$ cat src/verilog/pic_map.svh
`ifndef PIC_MAP_SVH
`define PIC_MAP_SVH

// register byte addresses
`define A_CTRL     12'h000
`define A_TRIG     12'h004
`define A_MASK     12'h008
`define A_PEND     12'h00C
`define A_SERV     12'h010
`define A_EOI      12'h014
`define A_LOWEST   12'h018
`define A_VBASE    12'h01C
`define A_POLL     12'h020
`define A_CASC     12'h024
`define A_ROUTE    12'h028
`define A_IST      12'h02C
`define A_IEN      12'h030
`define A_ICLR     12'h034

// control register and EOI write fields
`define F_MODE_HI   1
`define F_MODE_LO   0
`define F_SMASK     2
`define F_POLLMODE  3
`define F_EOI_SPEC  3

// priority modes held in the control register
`define MODE_NESTED  2'h0
`define MODE_SNESTED 2'h1
`define MODE_AUTO    2'h2

// reset values
`define RST_CTRL   4'h0
`define RST_TRIG   8'h00
`define RST_MASK   8'hFF
`define RST_LOWEST 3'h7
`define RST_VBASE  5'h00
`define RST_CASC   8'h00
`define RST_ROUTE  32'h7654_3210
`define RST_IEN    2'h0

// source selector codes
`define SRC_SER_RX  4'h8
`define SRC_SER_TX  4'h9
`define SRC_PAR_IN  4'hA
`define SRC_PAR_OUT 4'hB

// event bits
`define EV_TAKEN    0
`define EV_SPUR     1

`define AXI_OKAY   2'h0
`define AXI_SLVERR 2'h2

`endif

$ cat src/verilog/pic_pkg.sv
`default_nettype none

package pic_pkg;

  // on-board and bus request sources
  typedef struct packed {
    logic       ser_rx_full;
    logic       ser_tx_empty;
    logic       par_in_full;
    logic       par_out_empty;
    logic [7:0] bus_vectored_request;
  } source_t;

  // resolver result
  typedef struct packed {
    logic       found;
    logic [2:0] level;
  } pick_t;

  // register bus write-side state
  typedef enum logic [1:0] {
    WR_IDLE = 2'b01,
    WR_RESP = 2'b10
  } wr_state_t;

endpackage

`default_nettype wire

$ cat src/verilog/priority_request_unit.sv
// Contract
// eight request inputs, each bus-vectored or locally vectored
// inputs marked cascaded take their identifier from a slave unit
// per-input edge or level trigger; asserted input becomes pending
// resolved request drives one combined host request line
// software picks priority mode at run time through control register
// fixed nested mode ranks input 0 highest, input 7 lowest
// special nested mode lets serviced cascaded input request again
// host checks just-serviced slave for pending work before exit
// auto rotation: serviced level becomes lowest until next interrupt
// specific rotation: software names lowest, others follow in order
// special mask mode blocks only levels currently in service
// poll mode: host request held off, poll read reports serviced level
// acknowledge delivers 8-bit identifier of interrupting source
// host multiplies identifier by four to find service routine
// host's non-maskable input lies outside this unit
// serial receive-full and transmit-empty can raise requests
// parallel input-full and output-empty can raise requests
// eight bus request lines routable to the unit inputs
// blocked requests stay pending and return once unblocked
`timescale 1ns/10ps
`default_nettype none
`include "pic_map.svh"

module priority_request_unit (
  // clock and reset
  input  wire logic             clock,
  input  wire logic             rst,
  // request sources
  input  wire pic_pkg::source_t src,
  // cascade
  input  wire logic [7:0]       slave_vector,
  // host side
  output logic                  maskable_host_request,
  input  wire logic             host_ack,
  output logic [7:0]            vector_out,
  output logic                  vector_valid,
  // register bus
  input  wire logic [11:0]      s_axi_awaddr,
  input  wire logic             s_axi_awvalid,
  output logic                  s_axi_awready,
  input  wire logic [31:0]      s_axi_wdata,
  input  wire logic [3:0]       s_axi_wstrb,
  input  wire logic             s_axi_wvalid,
  output logic                  s_axi_wready,
  output logic [1:0]            s_axi_bresp,
  output logic                  s_axi_bvalid,
  input  wire logic             s_axi_bready,
  input  wire logic [11:0]      s_axi_araddr,
  input  wire logic             s_axi_arvalid,
  output logic                  s_axi_arready,
  output logic [31:0]           s_axi_rdata,
  output logic [1:0]            s_axi_rresp,
  output logic                  s_axi_rvalid,
  input  wire logic             s_axi_rready,
  // event interrupt
  output logic                  irq
);

  // ----------------------------------------------------------------
  // helper functions
  // ----------------------------------------------------------------
  // rank of a level; 0 is highest, level just after lowest ranks first
  function automatic logic [2:0] rank(input logic [2:0] lvl,
                                      input logic [2:0] low);
    rank = 3'(lvl - low - 3'h1);
  endfunction

  // highest-ranked set bit of a vector
  function automatic pic_pkg::pick_t best(input logic [7:0] vec,
                                          input logic [2:0] low);
    pic_pkg::pick_t p;
    logic [2:0]     l;
    p = '0;
    for (int k = 7; k >= 0; k--) begin
      l = 3'(low + 3'h1 + 3'(k));
      if (vec[l]) begin
        p.found = 1'b1;
        p.level = l;
      end
    end
    best = p;
  endfunction

  // ----------------------------------------------------------------
  // registers
  // ----------------------------------------------------------------
  logic [3:0]  ctrl_reg;
  logic [7:0]  trig_reg;
  logic [7:0]  mask_reg;
  logic [7:0]  serv_reg;
  logic [7:0]  latch_reg;
  logic [11:0] prev_reg;
  logic [2:0]  lowest_reg;
  logic [4:0]  vbase_reg;
  logic [7:0]  casc_reg;
  logic [31:0] route_reg;
  logic [1:0]  ist_reg;
  logic [1:0]  ien_reg;
  logic [7:0]  raw_in;
  logic [7:0]  edge_in;
  logic [7:0]  pend;
  logic [7:0]  elig;
  logic [11:0] src_vec;
  logic [2:0]  eff_low;
  logic [1:0]  mode;
  logic        poll_mode;
  logic        cand_ok;
  logic        do_ack;
  logic        poll_rd;
  logic        wr_do;
  logic [11:0] wr_addr;
  logic [31:0] wr_data;
  logic [2:0]  eoi_lvl;
  logic        eoi_do;
  pic_pkg::pick_t cand;
  pic_pkg::pick_t top;

  assign mode      = ctrl_reg[`F_MODE_HI:`F_MODE_LO];
  assign poll_mode = ctrl_reg[`F_POLLMODE];

  // ----------------------------------------------------------------
  // source routing
  // ----------------------------------------------------------------
  assign src_vec = {src.par_out_empty, src.par_in_full,
                    src.ser_tx_empty, src.ser_rx_full,
                    src.bus_vectored_request};

  always_comb begin
    raw_in = '0;
    for (int i = 0; i < 8; i++) begin
      if (route_reg[4*i +: 4] <= `SRC_PAR_OUT)
        raw_in[i] = src_vec[route_reg[4*i +: 4]];
    end
  end

  // ----------------------------------------------------------------
  // pending requests
  // ----------------------------------------------------------------
  always_ff @(posedge clock) begin
    if (rst)
      prev_reg <= '0;
    else
      prev_reg <= {4'h0, raw_in};
  end

  assign edge_in = raw_in & ~prev_reg[7:0] & ~trig_reg;
  assign pend    = (trig_reg & raw_in) | (~trig_reg & latch_reg);

  // new edge wins over the clear by acknowledge
  always_ff @(posedge clock) begin
    if (rst)
      latch_reg <= '0;
    else if (do_ack && cand_ok)
      latch_reg <= (latch_reg & ~(8'h01 << cand.level)) | edge_in;
    else
      latch_reg <= latch_reg | edge_in;
  end

  // ----------------------------------------------------------------
  // priority resolution
  // ----------------------------------------------------------------
  always_comb begin
    if (mode == `MODE_AUTO)
      eff_low = lowest_reg;
    else
      eff_low = `RST_LOWEST;
  end

  assign top = best(serv_reg, eff_low);

  always_comb begin
    if (ctrl_reg[`F_SMASK])
      elig = pend & ~mask_reg & ~serv_reg;
    else
      elig = pend & ~mask_reg;
    cand    = best(elig, eff_low);
    cand_ok = 1'b0;
    if (cand.found) begin
      if (ctrl_reg[`F_SMASK] || !top.found)
        cand_ok = 1'b1;
      else if (rank(cand.level, eff_low) < rank(top.level, eff_low))
        cand_ok = 1'b1;
      else if (mode == `MODE_SNESTED && cand.level == top.level &&
               casc_reg[cand.level])
        cand_ok = 1'b1;
    end
  end

  assign maskable_host_request = cand_ok & ~poll_mode;
  assign do_ack  = (host_ack & ~poll_mode) | poll_rd;

  // ----------------------------------------------------------------
  // in-service and rotation
  // ----------------------------------------------------------------
  assign eoi_do  = wr_do && wr_addr == `A_EOI;
  assign eoi_lvl = wr_data[`F_EOI_SPEC] ? wr_data[2:0] : top.level;

  always_ff @(posedge clock) begin
    if (rst) begin
      serv_reg <= '0;
    end else begin
      serv_reg <= (serv_reg &
                  ~((eoi_do && (wr_data[`F_EOI_SPEC] || top.found)) ?
                    (8'h01 << eoi_lvl) : 8'h00)) |
                  ((do_ack && cand_ok) ? (8'h01 << cand.level) : 8'h00);
    end
  end

  always_ff @(posedge clock) begin
    if (rst)
      lowest_reg <= `RST_LOWEST;
    else if (wr_do && wr_addr == `A_LOWEST)
      lowest_reg <= wr_data[2:0];
    else if (eoi_do && mode == `MODE_AUTO && top.found)
      lowest_reg <= eoi_lvl;
  end

  // ----------------------------------------------------------------
  // identifier output
  // ----------------------------------------------------------------
  always_ff @(posedge clock) begin
    if (rst) begin
      vector_out   <= '0;
      vector_valid <= 1'b0;
    end else begin
      vector_valid <= host_ack & ~poll_mode;
      if (host_ack && !poll_mode) begin
        if (cand_ok && casc_reg[cand.level])
          vector_out <= slave_vector;
        else if (cand_ok)
          vector_out <= {vbase_reg, cand.level};
        else
          vector_out <= {vbase_reg, `RST_LOWEST};
      end
    end
  end

  // ----------------------------------------------------------------
  // event status
  // ----------------------------------------------------------------
  always_ff @(posedge clock) begin
    if (rst) begin
      ist_reg <= '0;
    end else begin
      if (wr_do && wr_addr == `A_ICLR)
        ist_reg <= ist_reg & ~wr_data[1:0] |
                   {do_ack & ~cand_ok, do_ack & cand_ok};
      else
        ist_reg <= ist_reg | {do_ack & ~cand_ok, do_ack & cand_ok};
    end
  end

  assign irq = |(ist_reg & ien_reg);

  // ----------------------------------------------------------------
  // register bus: write side
  // ----------------------------------------------------------------
  pic_pkg::wr_state_t wr_state;
  logic               aw_full;
  logic               w_full;
  logic [11:0]        aw_addr_reg;
  logic [31:0]        w_data_reg;
  logic [3:0]         w_strb_reg;
  logic               wr_hit;

  assign s_axi_awready = ~aw_full & (wr_state == pic_pkg::WR_IDLE);
  assign s_axi_wready  = ~w_full & (wr_state == pic_pkg::WR_IDLE);
  assign wr_do   = aw_full & w_full & (wr_state == pic_pkg::WR_IDLE);
  assign wr_addr = aw_addr_reg;
  assign wr_data = w_data_reg;

  always_comb begin
    wr_hit = 1'b1;
    if (wr_addr == `A_CTRL) wr_hit = 1'b1;
    else if (wr_addr == `A_TRIG) wr_hit = 1'b1;
    else if (wr_addr == `A_MASK) wr_hit = 1'b1;
    else if (wr_addr == `A_EOI) wr_hit = 1'b1;
    else if (wr_addr == `A_LOWEST) wr_hit = 1'b1;
    else if (wr_addr == `A_VBASE) wr_hit = 1'b1;
    else if (wr_addr == `A_CASC) wr_hit = 1'b1;
    else if (wr_addr == `A_ROUTE) wr_hit = 1'b1;
    else if (wr_addr == `A_IEN) wr_hit = 1'b1;
    else if (wr_addr == `A_ICLR) wr_hit = 1'b1;
    else wr_hit = 1'b0;
  end

  always_ff @(posedge clock) begin
    if (rst) begin
      wr_state     <= pic_pkg::WR_IDLE;
      aw_full      <= 1'b0;
      w_full       <= 1'b0;
      aw_addr_reg  <= '0;
      w_data_reg   <= '0;
      w_strb_reg   <= '0;
      s_axi_bvalid <= 1'b0;
      s_axi_bresp  <= `AXI_OKAY;
    end else begin
      case (wr_state)
        pic_pkg::WR_IDLE: begin
          if (s_axi_awvalid && s_axi_awready) begin
            aw_full     <= 1'b1;
            aw_addr_reg <= {s_axi_awaddr[11:2], 2'h0};
          end
          if (s_axi_wvalid && s_axi_wready) begin
            w_full     <= 1'b1;
            w_data_reg <= s_axi_wdata;
            w_strb_reg <= s_axi_wstrb;
          end
          if (wr_do) begin
            aw_full      <= 1'b0;
            w_full       <= 1'b0;
            s_axi_bvalid <= 1'b1;
            s_axi_bresp  <= wr_hit ? `AXI_OKAY : `AXI_SLVERR;
            wr_state     <= pic_pkg::WR_RESP;
          end
        end
        pic_pkg::WR_RESP: begin
          if (s_axi_bready) begin
            s_axi_bvalid <= 1'b0;
            wr_state     <= pic_pkg::WR_IDLE;
          end
        end
        default: wr_state <= pic_pkg::WR_IDLE;
      endcase
    end
  end

  // software-written control, low byte lane strobe gates every field, the 32-bit route field too
  always_ff @(posedge clock) begin
    if (rst) begin
      ctrl_reg  <= `RST_CTRL;
      trig_reg  <= `RST_TRIG;
      mask_reg  <= `RST_MASK;
      vbase_reg <= `RST_VBASE;
      casc_reg  <= `RST_CASC;
      route_reg <= `RST_ROUTE;
      ien_reg   <= `RST_IEN;
    end else if (wr_do && w_strb_reg[0]) begin
      if (wr_addr == `A_CTRL) ctrl_reg <= wr_data[3:0];
      else if (wr_addr == `A_TRIG) trig_reg <= wr_data[7:0];
      else if (wr_addr == `A_MASK) mask_reg <= wr_data[7:0];
      else if (wr_addr == `A_VBASE) vbase_reg <= wr_data[7:3];
      else if (wr_addr == `A_CASC) casc_reg <= wr_data[7:0];
      else if (wr_addr == `A_ROUTE) route_reg <= wr_data;
      else if (wr_addr == `A_IEN) ien_reg <= wr_data[1:0];
    end
  end

  // ----------------------------------------------------------------
  // register bus: read side
  // ----------------------------------------------------------------
  assign s_axi_arready = ~s_axi_rvalid;
  assign poll_rd = s_axi_arvalid & s_axi_arready &
                   ({s_axi_araddr[11:2], 2'h0} == `A_POLL);

  always_ff @(posedge clock) begin
    if (rst) begin
      s_axi_rvalid <= 1'b0;
      s_axi_rdata  <= '0;
      s_axi_rresp  <= `AXI_OKAY;
    end else if (s_axi_arvalid && s_axi_arready) begin
      s_axi_rvalid <= 1'b1;
      s_axi_rresp  <= `AXI_OKAY;
      s_axi_rdata  <= '0;
      if ({s_axi_araddr[11:2], 2'h0} == `A_CTRL)
        s_axi_rdata <= {28'h0, ctrl_reg};
      else if ({s_axi_araddr[11:2], 2'h0} == `A_TRIG)
        s_axi_rdata <= {24'h0, trig_reg};
      else if ({s_axi_araddr[11:2], 2'h0} == `A_MASK)
        s_axi_rdata <= {24'h0, mask_reg};
      else if ({s_axi_araddr[11:2], 2'h0} == `A_PEND)
        s_axi_rdata <= {24'h0, pend};
      else if ({s_axi_araddr[11:2], 2'h0} == `A_SERV)
        s_axi_rdata <= {24'h0, serv_reg};
      else if ({s_axi_araddr[11:2], 2'h0} == `A_LOWEST)
        s_axi_rdata <= {29'h0, lowest_reg};
      else if ({s_axi_araddr[11:2], 2'h0} == `A_VBASE)
        s_axi_rdata <= {24'h0, vbase_reg, 3'h0};
      else if ({s_axi_araddr[11:2], 2'h0} == `A_POLL)
        s_axi_rdata <= {24'h0, cand_ok, 4'h0, cand.level};
      else if ({s_axi_araddr[11:2], 2'h0} == `A_CASC)
        s_axi_rdata <= {24'h0, casc_reg};
      else if ({s_axi_araddr[11:2], 2'h0} == `A_ROUTE)
        s_axi_rdata <= route_reg;
      else if ({s_axi_araddr[11:2], 2'h0} == `A_IST)
        s_axi_rdata <= {30'h0, ist_reg};
      else if ({s_axi_araddr[11:2], 2'h0} == `A_IEN)
        s_axi_rdata <= {30'h0, ien_reg};
      else if ({s_axi_araddr[11:2], 2'h0} == `A_EOI ||
               {s_axi_araddr[11:2], 2'h0} == `A_ICLR)
        s_axi_rdata <= '0;
      else
        s_axi_rresp <= `AXI_SLVERR;
    end else if (s_axi_rready) begin
      s_axi_rvalid <= 1'b0;
    end
  end

endmodule

`default_nettype wire

$ cat config.mk
export PLATFORM = sky130hd
export DESIGN_NAME = priority_request_unit
export DESIGN_NICKNAME = d
export VERILOG_FILES = /design/src/verilog/pic_pkg.sv /design/src/verilog/priority_request_unit.sv
export VERILOG_INCLUDE_DIRS = /design/src /design/src/verilog
export SDC_FILE = /design/constraint.sdc
export NUM_CORES = 1
export LEC_CHECK = 0
export BUFFER_PORTS_ARGS = -buffer_cell sky130_fd_sc_hd__buf_2
export CAP_MARGIN = 20
export CORE_MARGIN = 4
export CORE_UTILIZATION = 40
export DETAILED_ROUTE_END_ITERATION = 8
export GPL_TIMING_DRIVEN = 0
export SLEW_MARGIN = 20
export SYNTH_ARGS = -nofsm -noshare
export SYNTH_HDL_FRONTEND = slang
export SYNTH_SLANG_ARGS = --single-unit
export TNS_END_PERCENT = 10
$ cat constraint.sdc
create_clock -name clock -period 5.8 [get_ports clock]
set_input_delay 0.29 -clock clock [delete_from_list [all_inputs] [get_ports clock]]
set_output_delay 0.29 -clock clock [all_outputs]
set_load 0.005 [all_outputs]
== Word-level counts from Yosys, hierarchy flattened ==
Cells that the tools add are included.

* Register bits: 190
* Input bits: 88
* Output and inout bits: 52
* Word-level logic and storage cells: 318

* $add $sub $neg: 12
* Order comparisons: 26
* Eq/ne operators: 29
* Shift-type cells: 2
* Mux-type cells: 137
* Bitwise gates (word level): 45
* Reduce and logical (&&, ||, !) cells: 42

{| class="wikitable"
|+ Operators with widths
! operator !! number
|-
| 2-to-1 mux 32 bit || 10
|-
| == test 10 x 4 -> 1 bit (second input constant) || 10
|-
| == test 10 x 3 -> 1 bit (second input constant) || 7
|-
| AND 8 bit || 8
|-
| 2-to-1 mux 4 bit || 16
|-
| 2-to-1 mux 1 bit || 55
|-
| binary-select mux 1 bit (select 3 bit) || 17
|-
| NOT 8 bit || 6
|-
| < comparator 4 x 5 -> 1 bit (second input constant) || 8
|-
| 2-to-1 mux 8 bit || 5
|-
| 2-to-1 mux 2 bit || 19
|-
| < comparator 3 x 4 -> 1 bit (second input constant) || 9
|-
| binary-select mux 1 bit (select 4 bit) || 8
|-
| <= comparator 4 bit (second input constant) || 8
|-
| bitwise OR 8 bit || 4
|-
| == test 10 x 2 -> 1 bit (second input constant) || 3
|-
| == test 10 x 1 -> 1 bit (second input constant) || 2
|-
| left shift 1 x 3 -> 8 bit (first input constant) || 2
|-
| logical AND 1 bit || 15
|-
| 2-to-1 mux 3 bit || 5
|-
| AND reduction 2 bit || 7
|-
| adder 3 bit (second input constant) || 4
|-
| logical NOT 12 bit || 1
|-
| NOT 1 bit || 11
|-
| 27 further kinds || 53
|}

== Depth between registers and ports, before layout ==
* Word-level depth: 33
* Mapped depth: 28
* Mapped depth without buffers: 24

== Worst setup path before layout ==
No wires, ideal clock.

* Path kind: register -> register
* Start: register ctrl_reg[0]
* End: register s_axi_rdata[7]
* Library setup time: 120 ps
* Arrival time: 5634 ps
* Data required time: 5680 ps
* Setup slack: 46 ps
* Stages on the path, launching flop included: 24
* Buffers on the path: 4
* Clock period less this slack: 5754 ps
* Path through: dfxtp_1 buf_2 or3b_4 clkbuf_1 ha_1 clkbuf_1 clkbuf_1 mux4_2 nand2_1 a21boi_1 o31ai_1 nand2_1 and3_1 or2_2 ha_1 fa_1 xnor2_1 xnor2_1 ha_1 a21oi_1 nor3_1 o221ai_4 and2_1 o31a_1

* Longest elaborated chain between the ends: 29
* Elaborated cells on any way between the ends: 83
* Classes of those cells: 12 x add/sub; 1 x order compare; 3 x eq/ne; 63 x mux; 4 x reduce/logical

{| class="wikitable"
|+ Ends and longest elaborated chain
! what !! RTL line !! RTL
|-
| start: declaration || priority_request_unit.sv:88 || <nowiki>logic [3:0] ctrl_reg;</nowiki>
|-
| start signal: assignment || priority_request_unit.sv:332 || <nowiki>ctrl_reg <= `RST_CTRL;</nowiki>
|-
| start signal: assignment || priority_request_unit.sv:340 || <nowiki>if (wr_addr == `A_CTRL) ctrl_reg <= wr_data[3:0];</nowiki>
|-
| branches (longest 20 deep; another with adder 3 x 1 -> 3 bit) || -- ||
|-
| 2-to-1 mux 1 bit * || priority_request_unit.sv:179 || <nowiki>if (cand.found) begin</nowiki>
|-
| 2-to-1 mux 32 bit * || priority_request_unit.sv:380 || <nowiki>else if ({s_axi_araddr[11:2], 2'h0} == `A_POLL)</nowiki>
|-
| 2-to-1 mux 32 bit * || priority_request_unit.sv:378 || <nowiki>else if ({s_axi_araddr[11:2], 2'h0} == `A_VBASE)</nowiki>
|-
| 2-to-1 mux 32 bit * || priority_request_unit.sv:376 || <nowiki>else if ({s_axi_araddr[11:2], 2'h0} == `A_LOWEST)</nowiki>
|-
| 2-to-1 mux 32 bit * || priority_request_unit.sv:374 || <nowiki>else if ({s_axi_araddr[11:2], 2'h0} == `A_SERV)</nowiki>
|-
| 2-to-1 mux 32 bit * || priority_request_unit.sv:372 || <nowiki>else if ({s_axi_araddr[11:2], 2'h0} == `A_PEND)</nowiki>
|-
| 2-to-1 mux 32 bit * || priority_request_unit.sv:370 || <nowiki>else if ({s_axi_araddr[11:2], 2'h0} == `A_MASK)</nowiki>
|-
| 2-to-1 mux 32 bit * || priority_request_unit.sv:368 || <nowiki>else if ({s_axi_araddr[11:2], 2'h0} == `A_TRIG)</nowiki>
|-
| 2-to-1 mux 32 bit * || priority_request_unit.sv:366 || <nowiki>if ({s_axi_araddr[11:2], 2'h0} == `A_CTRL)</nowiki>
|-
| end signal: assignment || priority_request_unit.sv:367 || <nowiki>s_axi_rdata <= {28'h0, ctrl_reg};</nowiki>
|-
| end signal: assignment || priority_request_unit.sv:369 || <nowiki>s_axi_rdata <= {24'h0, trig_reg};</nowiki>
|-
| end signal: assignment || priority_request_unit.sv:371 || <nowiki>s_axi_rdata <= {24'h0, mask_reg};</nowiki>
|-
| end: declaration || priority_request_unit.sv:52 || <nowiki>output logic [31:0] s_axi_rdata,</nowiki>
|}

Mark *: on every way between the ends. The select of a mux whose other input is x is not followed.
A chain may end at the register's enable or synchronous reset.

== Worst setup path after layout ==
* Start: register ctrl_reg[0]
* End: output port maskable_host_request

* Longest elaborated chain between the ends: 22
* Elaborated cells on any way between the ends: 76
* Classes of those cells: 12 x add/sub; 1 x order compare; 3 x eq/ne; 55 x mux; 1 x bitwise; 4 x reduce/logical

{| class="wikitable"
|+ Ends and longest elaborated chain
! what !! RTL line !! RTL
|-
| branches (longest 20 deep; another with adder 3 x 1 -> 3 bit) || -- ||
|-
| 2-to-1 mux 1 bit * || priority_request_unit.sv:179 ||
|-
| AND 1 bit * || priority_request_unit.sv:190 || <nowiki>assign maskable_host_request = cand_ok & ~poll_mode;</nowiki>
|-
| end: declaration || priority_request_unit.sv:34 || <nowiki>output logic maskable_host_request,</nowiki>
|}

Marks and branches as above.

==> reports/summary.txt <==
Max FO, Critical Path: 4
Core ar.: 27000 um2
Worst reg2reg setup slack: 280 ps
Worst-Skew Late Latency: 440 ps
Port bufs: 125
Synth area leader: dfxtp_1
Post-route antenna net violation count: 0
DRC violations left: 0
Share of layout cells above drive strength 1: 0.215
DP HPWL: 29800 um
Hold crit path type: in2reg
Initial Util: 0.407
Register area share after synthesis: 0.342
Status: finished clean
Max Root-Sink Buffers: 2
Total CTS buffers: 17
CP arrival: 5290 ps
Gr ovfl total: 0
Initial DRC count: 1220
HP Start: s_axi_rready
Reg clk slew, reported paths: 80 ps
Average cell area after synthesis: 7.89 um2
Leakage: 5.21 nW
Clock Sinks: 188
Critical path type: reg2out
Max-Cap Viols: 0
Beginning of the critical path: ctrl_reg[0]
Die Height: 174 um
Delay-heaviest family, CP: buffers and inverters
Max VDD drop: 219 uV
Num rows: 60
Hold_ws: 29.0 ps
CP Launch Type: flop
WP buf/inv: 10
Yosys warns: 0
CTS tree: done
Final Wtd Congestion: 0.989
Vias/cell: 5.88
H-tree Lvls: 4
EDFF count, synth: 0
Setup violators final: 0
Async SR Flop Fraction: 0
Largest net degree at the start of global routing: 20
Placed insts: 1863
Critical path's largest stage delay: 420 ps
Die area: 30200 um2
Reg-to-Reg Start: ctrl_reg[0]
Drt pass-1 iters: 5
Seq cells post-synth: 188
First-pass GRT wire length: 60500 um
Routed WL per cell: 20.6 um
Vias in the first global route: 10600
Final non-filler cell total: 1940
Main synth FF type: dfxtp_1
Final nets: 1682
Crit-path slowest cell: fa_2
Most frequent cells in the layout: 237 x nand2_1, 185 x dfxtp_1, 137 x a21oi_1, 132 x buf_2, 104 x nor2_1
Synth unique cells: 98
Synth area leaders: dfxtp_1 34%, nand2_1 8.2%, mux2i_1 6.9%
# IOs: 140
Initial antenna violation count: 0
Normalized max-slew margin: 0.214
Max-slew violations: 0
Antenna cells: 0
Wirelength, routed: 39900 um
Vias: 11400
Worst setup EP type: primary output
Clock period minus worst slack: 5580 ps
Most common cell after layout, fill and taps aside: nand2_1
Global Route Usage Sum: 0.252
Critical Path RT: 5510 ps
Post-synth top area share: 0.342
Mapped Cells: 1396
PwrDens: 209 nW/um2
Final hold violation count: 0
Area grow syn2layout: 22.6%
Die outline width: 174 um
Clk_skew: 11.4 ps
Tcrit/Tclk final: 0.963
Post-Syn Area: 11000 um2
Worst slew pin tran: 1180 ps
Max Freq: 179 MHz
CTS root buf: clkbuf_16
## cell usage after synthesis (all sizes together) (22+ instances only)
library cell    n
nand2         242
dfxtp         188
a21oi         139
nor2          106
o21ai          84
mux2i          77
clkbuf         76
nand3          67
inv            28
nor3           27
buf            26
mux2           23
nor2b          23
a31oi          22
## through the flow
step	cell area [um2]	TNS [ps]	total power, mW	util	setup WS, ps
5_1_grt	13500	-37.1	2.93	0.499	-37.1
4_1_cts	13100	0	2.84	0.485	12.3
3_5_place_dp	12100	-27370	1.64	0.447	-1210
2_1_floorplan	11000	0	1.53	-	45.9
6_report	13500	0	2.83	0.499	216
3_3_place_gp	12100	-29090	1.64	0.447	-1280
## layout make-up
type                            count  area (um2)
Clock buffer                       18         439
Fill cell                        2694       13500
Sequential cell                   188        3770
Buffer                             98         518
Tap cell                          341         427
Multi-Input combinational cell   1079        7020
Inverter                           28         110
Timing Repair Buffer              174        1040
Clock inverter                     14         175
## power by group
group	switching, mW	leakage [nW]	total [mW]	internal (mW)
Sequential	0.0328	1.53	1.36	1.33
Combinational	0.163	3.38	0.252	0.0895
Clock	0.579	0.303	1.21	0.633
## routing by layer
metal,routed length [um],part of all wire,vias up,track usage
li1,-,-,5448,-
met1,17800,0.45,5423,0.354
met2,18100,0.45,473,0.403
met3,3160,0.079,65,0.0498
met4,911,0.023,0,0.0604
met5,0,0,-,0
## repair_timing
action	CTS	global route
buffers inserted	22	27
endpoints found under the setup margin	28	13
hold buffers	0	0
gates resized for setup	55	46
pin swaps	15	23
## worst paths after layout
check	to	depth (start not counted)
max	maskable_host_request	27
min	s_axi_rvalid	2
min reg2reg	s_axi_rdata[27]	2
max reg2reg	s_axi_rdata[7]	25
## logic make-up (layout without fill, tap and decap cells)
group / after synthesis / count (layout) / share of synthesized area
multiplexers: 110 / 110 / 0.116
other: 1 / 2 / 0.000341
AND/OR/NAND/NOR: 554 / 554 / 0.234
buffers and inverters: 130 / 332 / 0.0511
adder cells (fa/ha/maj): 8 / 8 / 0.0105
XOR/XNOR: 9 / 9 / 0.0105
flip-flops: 188 / 188 / 0.342
AO/OA/AOI/OAI: 396 / 396 / 0.236
Power figures use the tool's default switching activity.
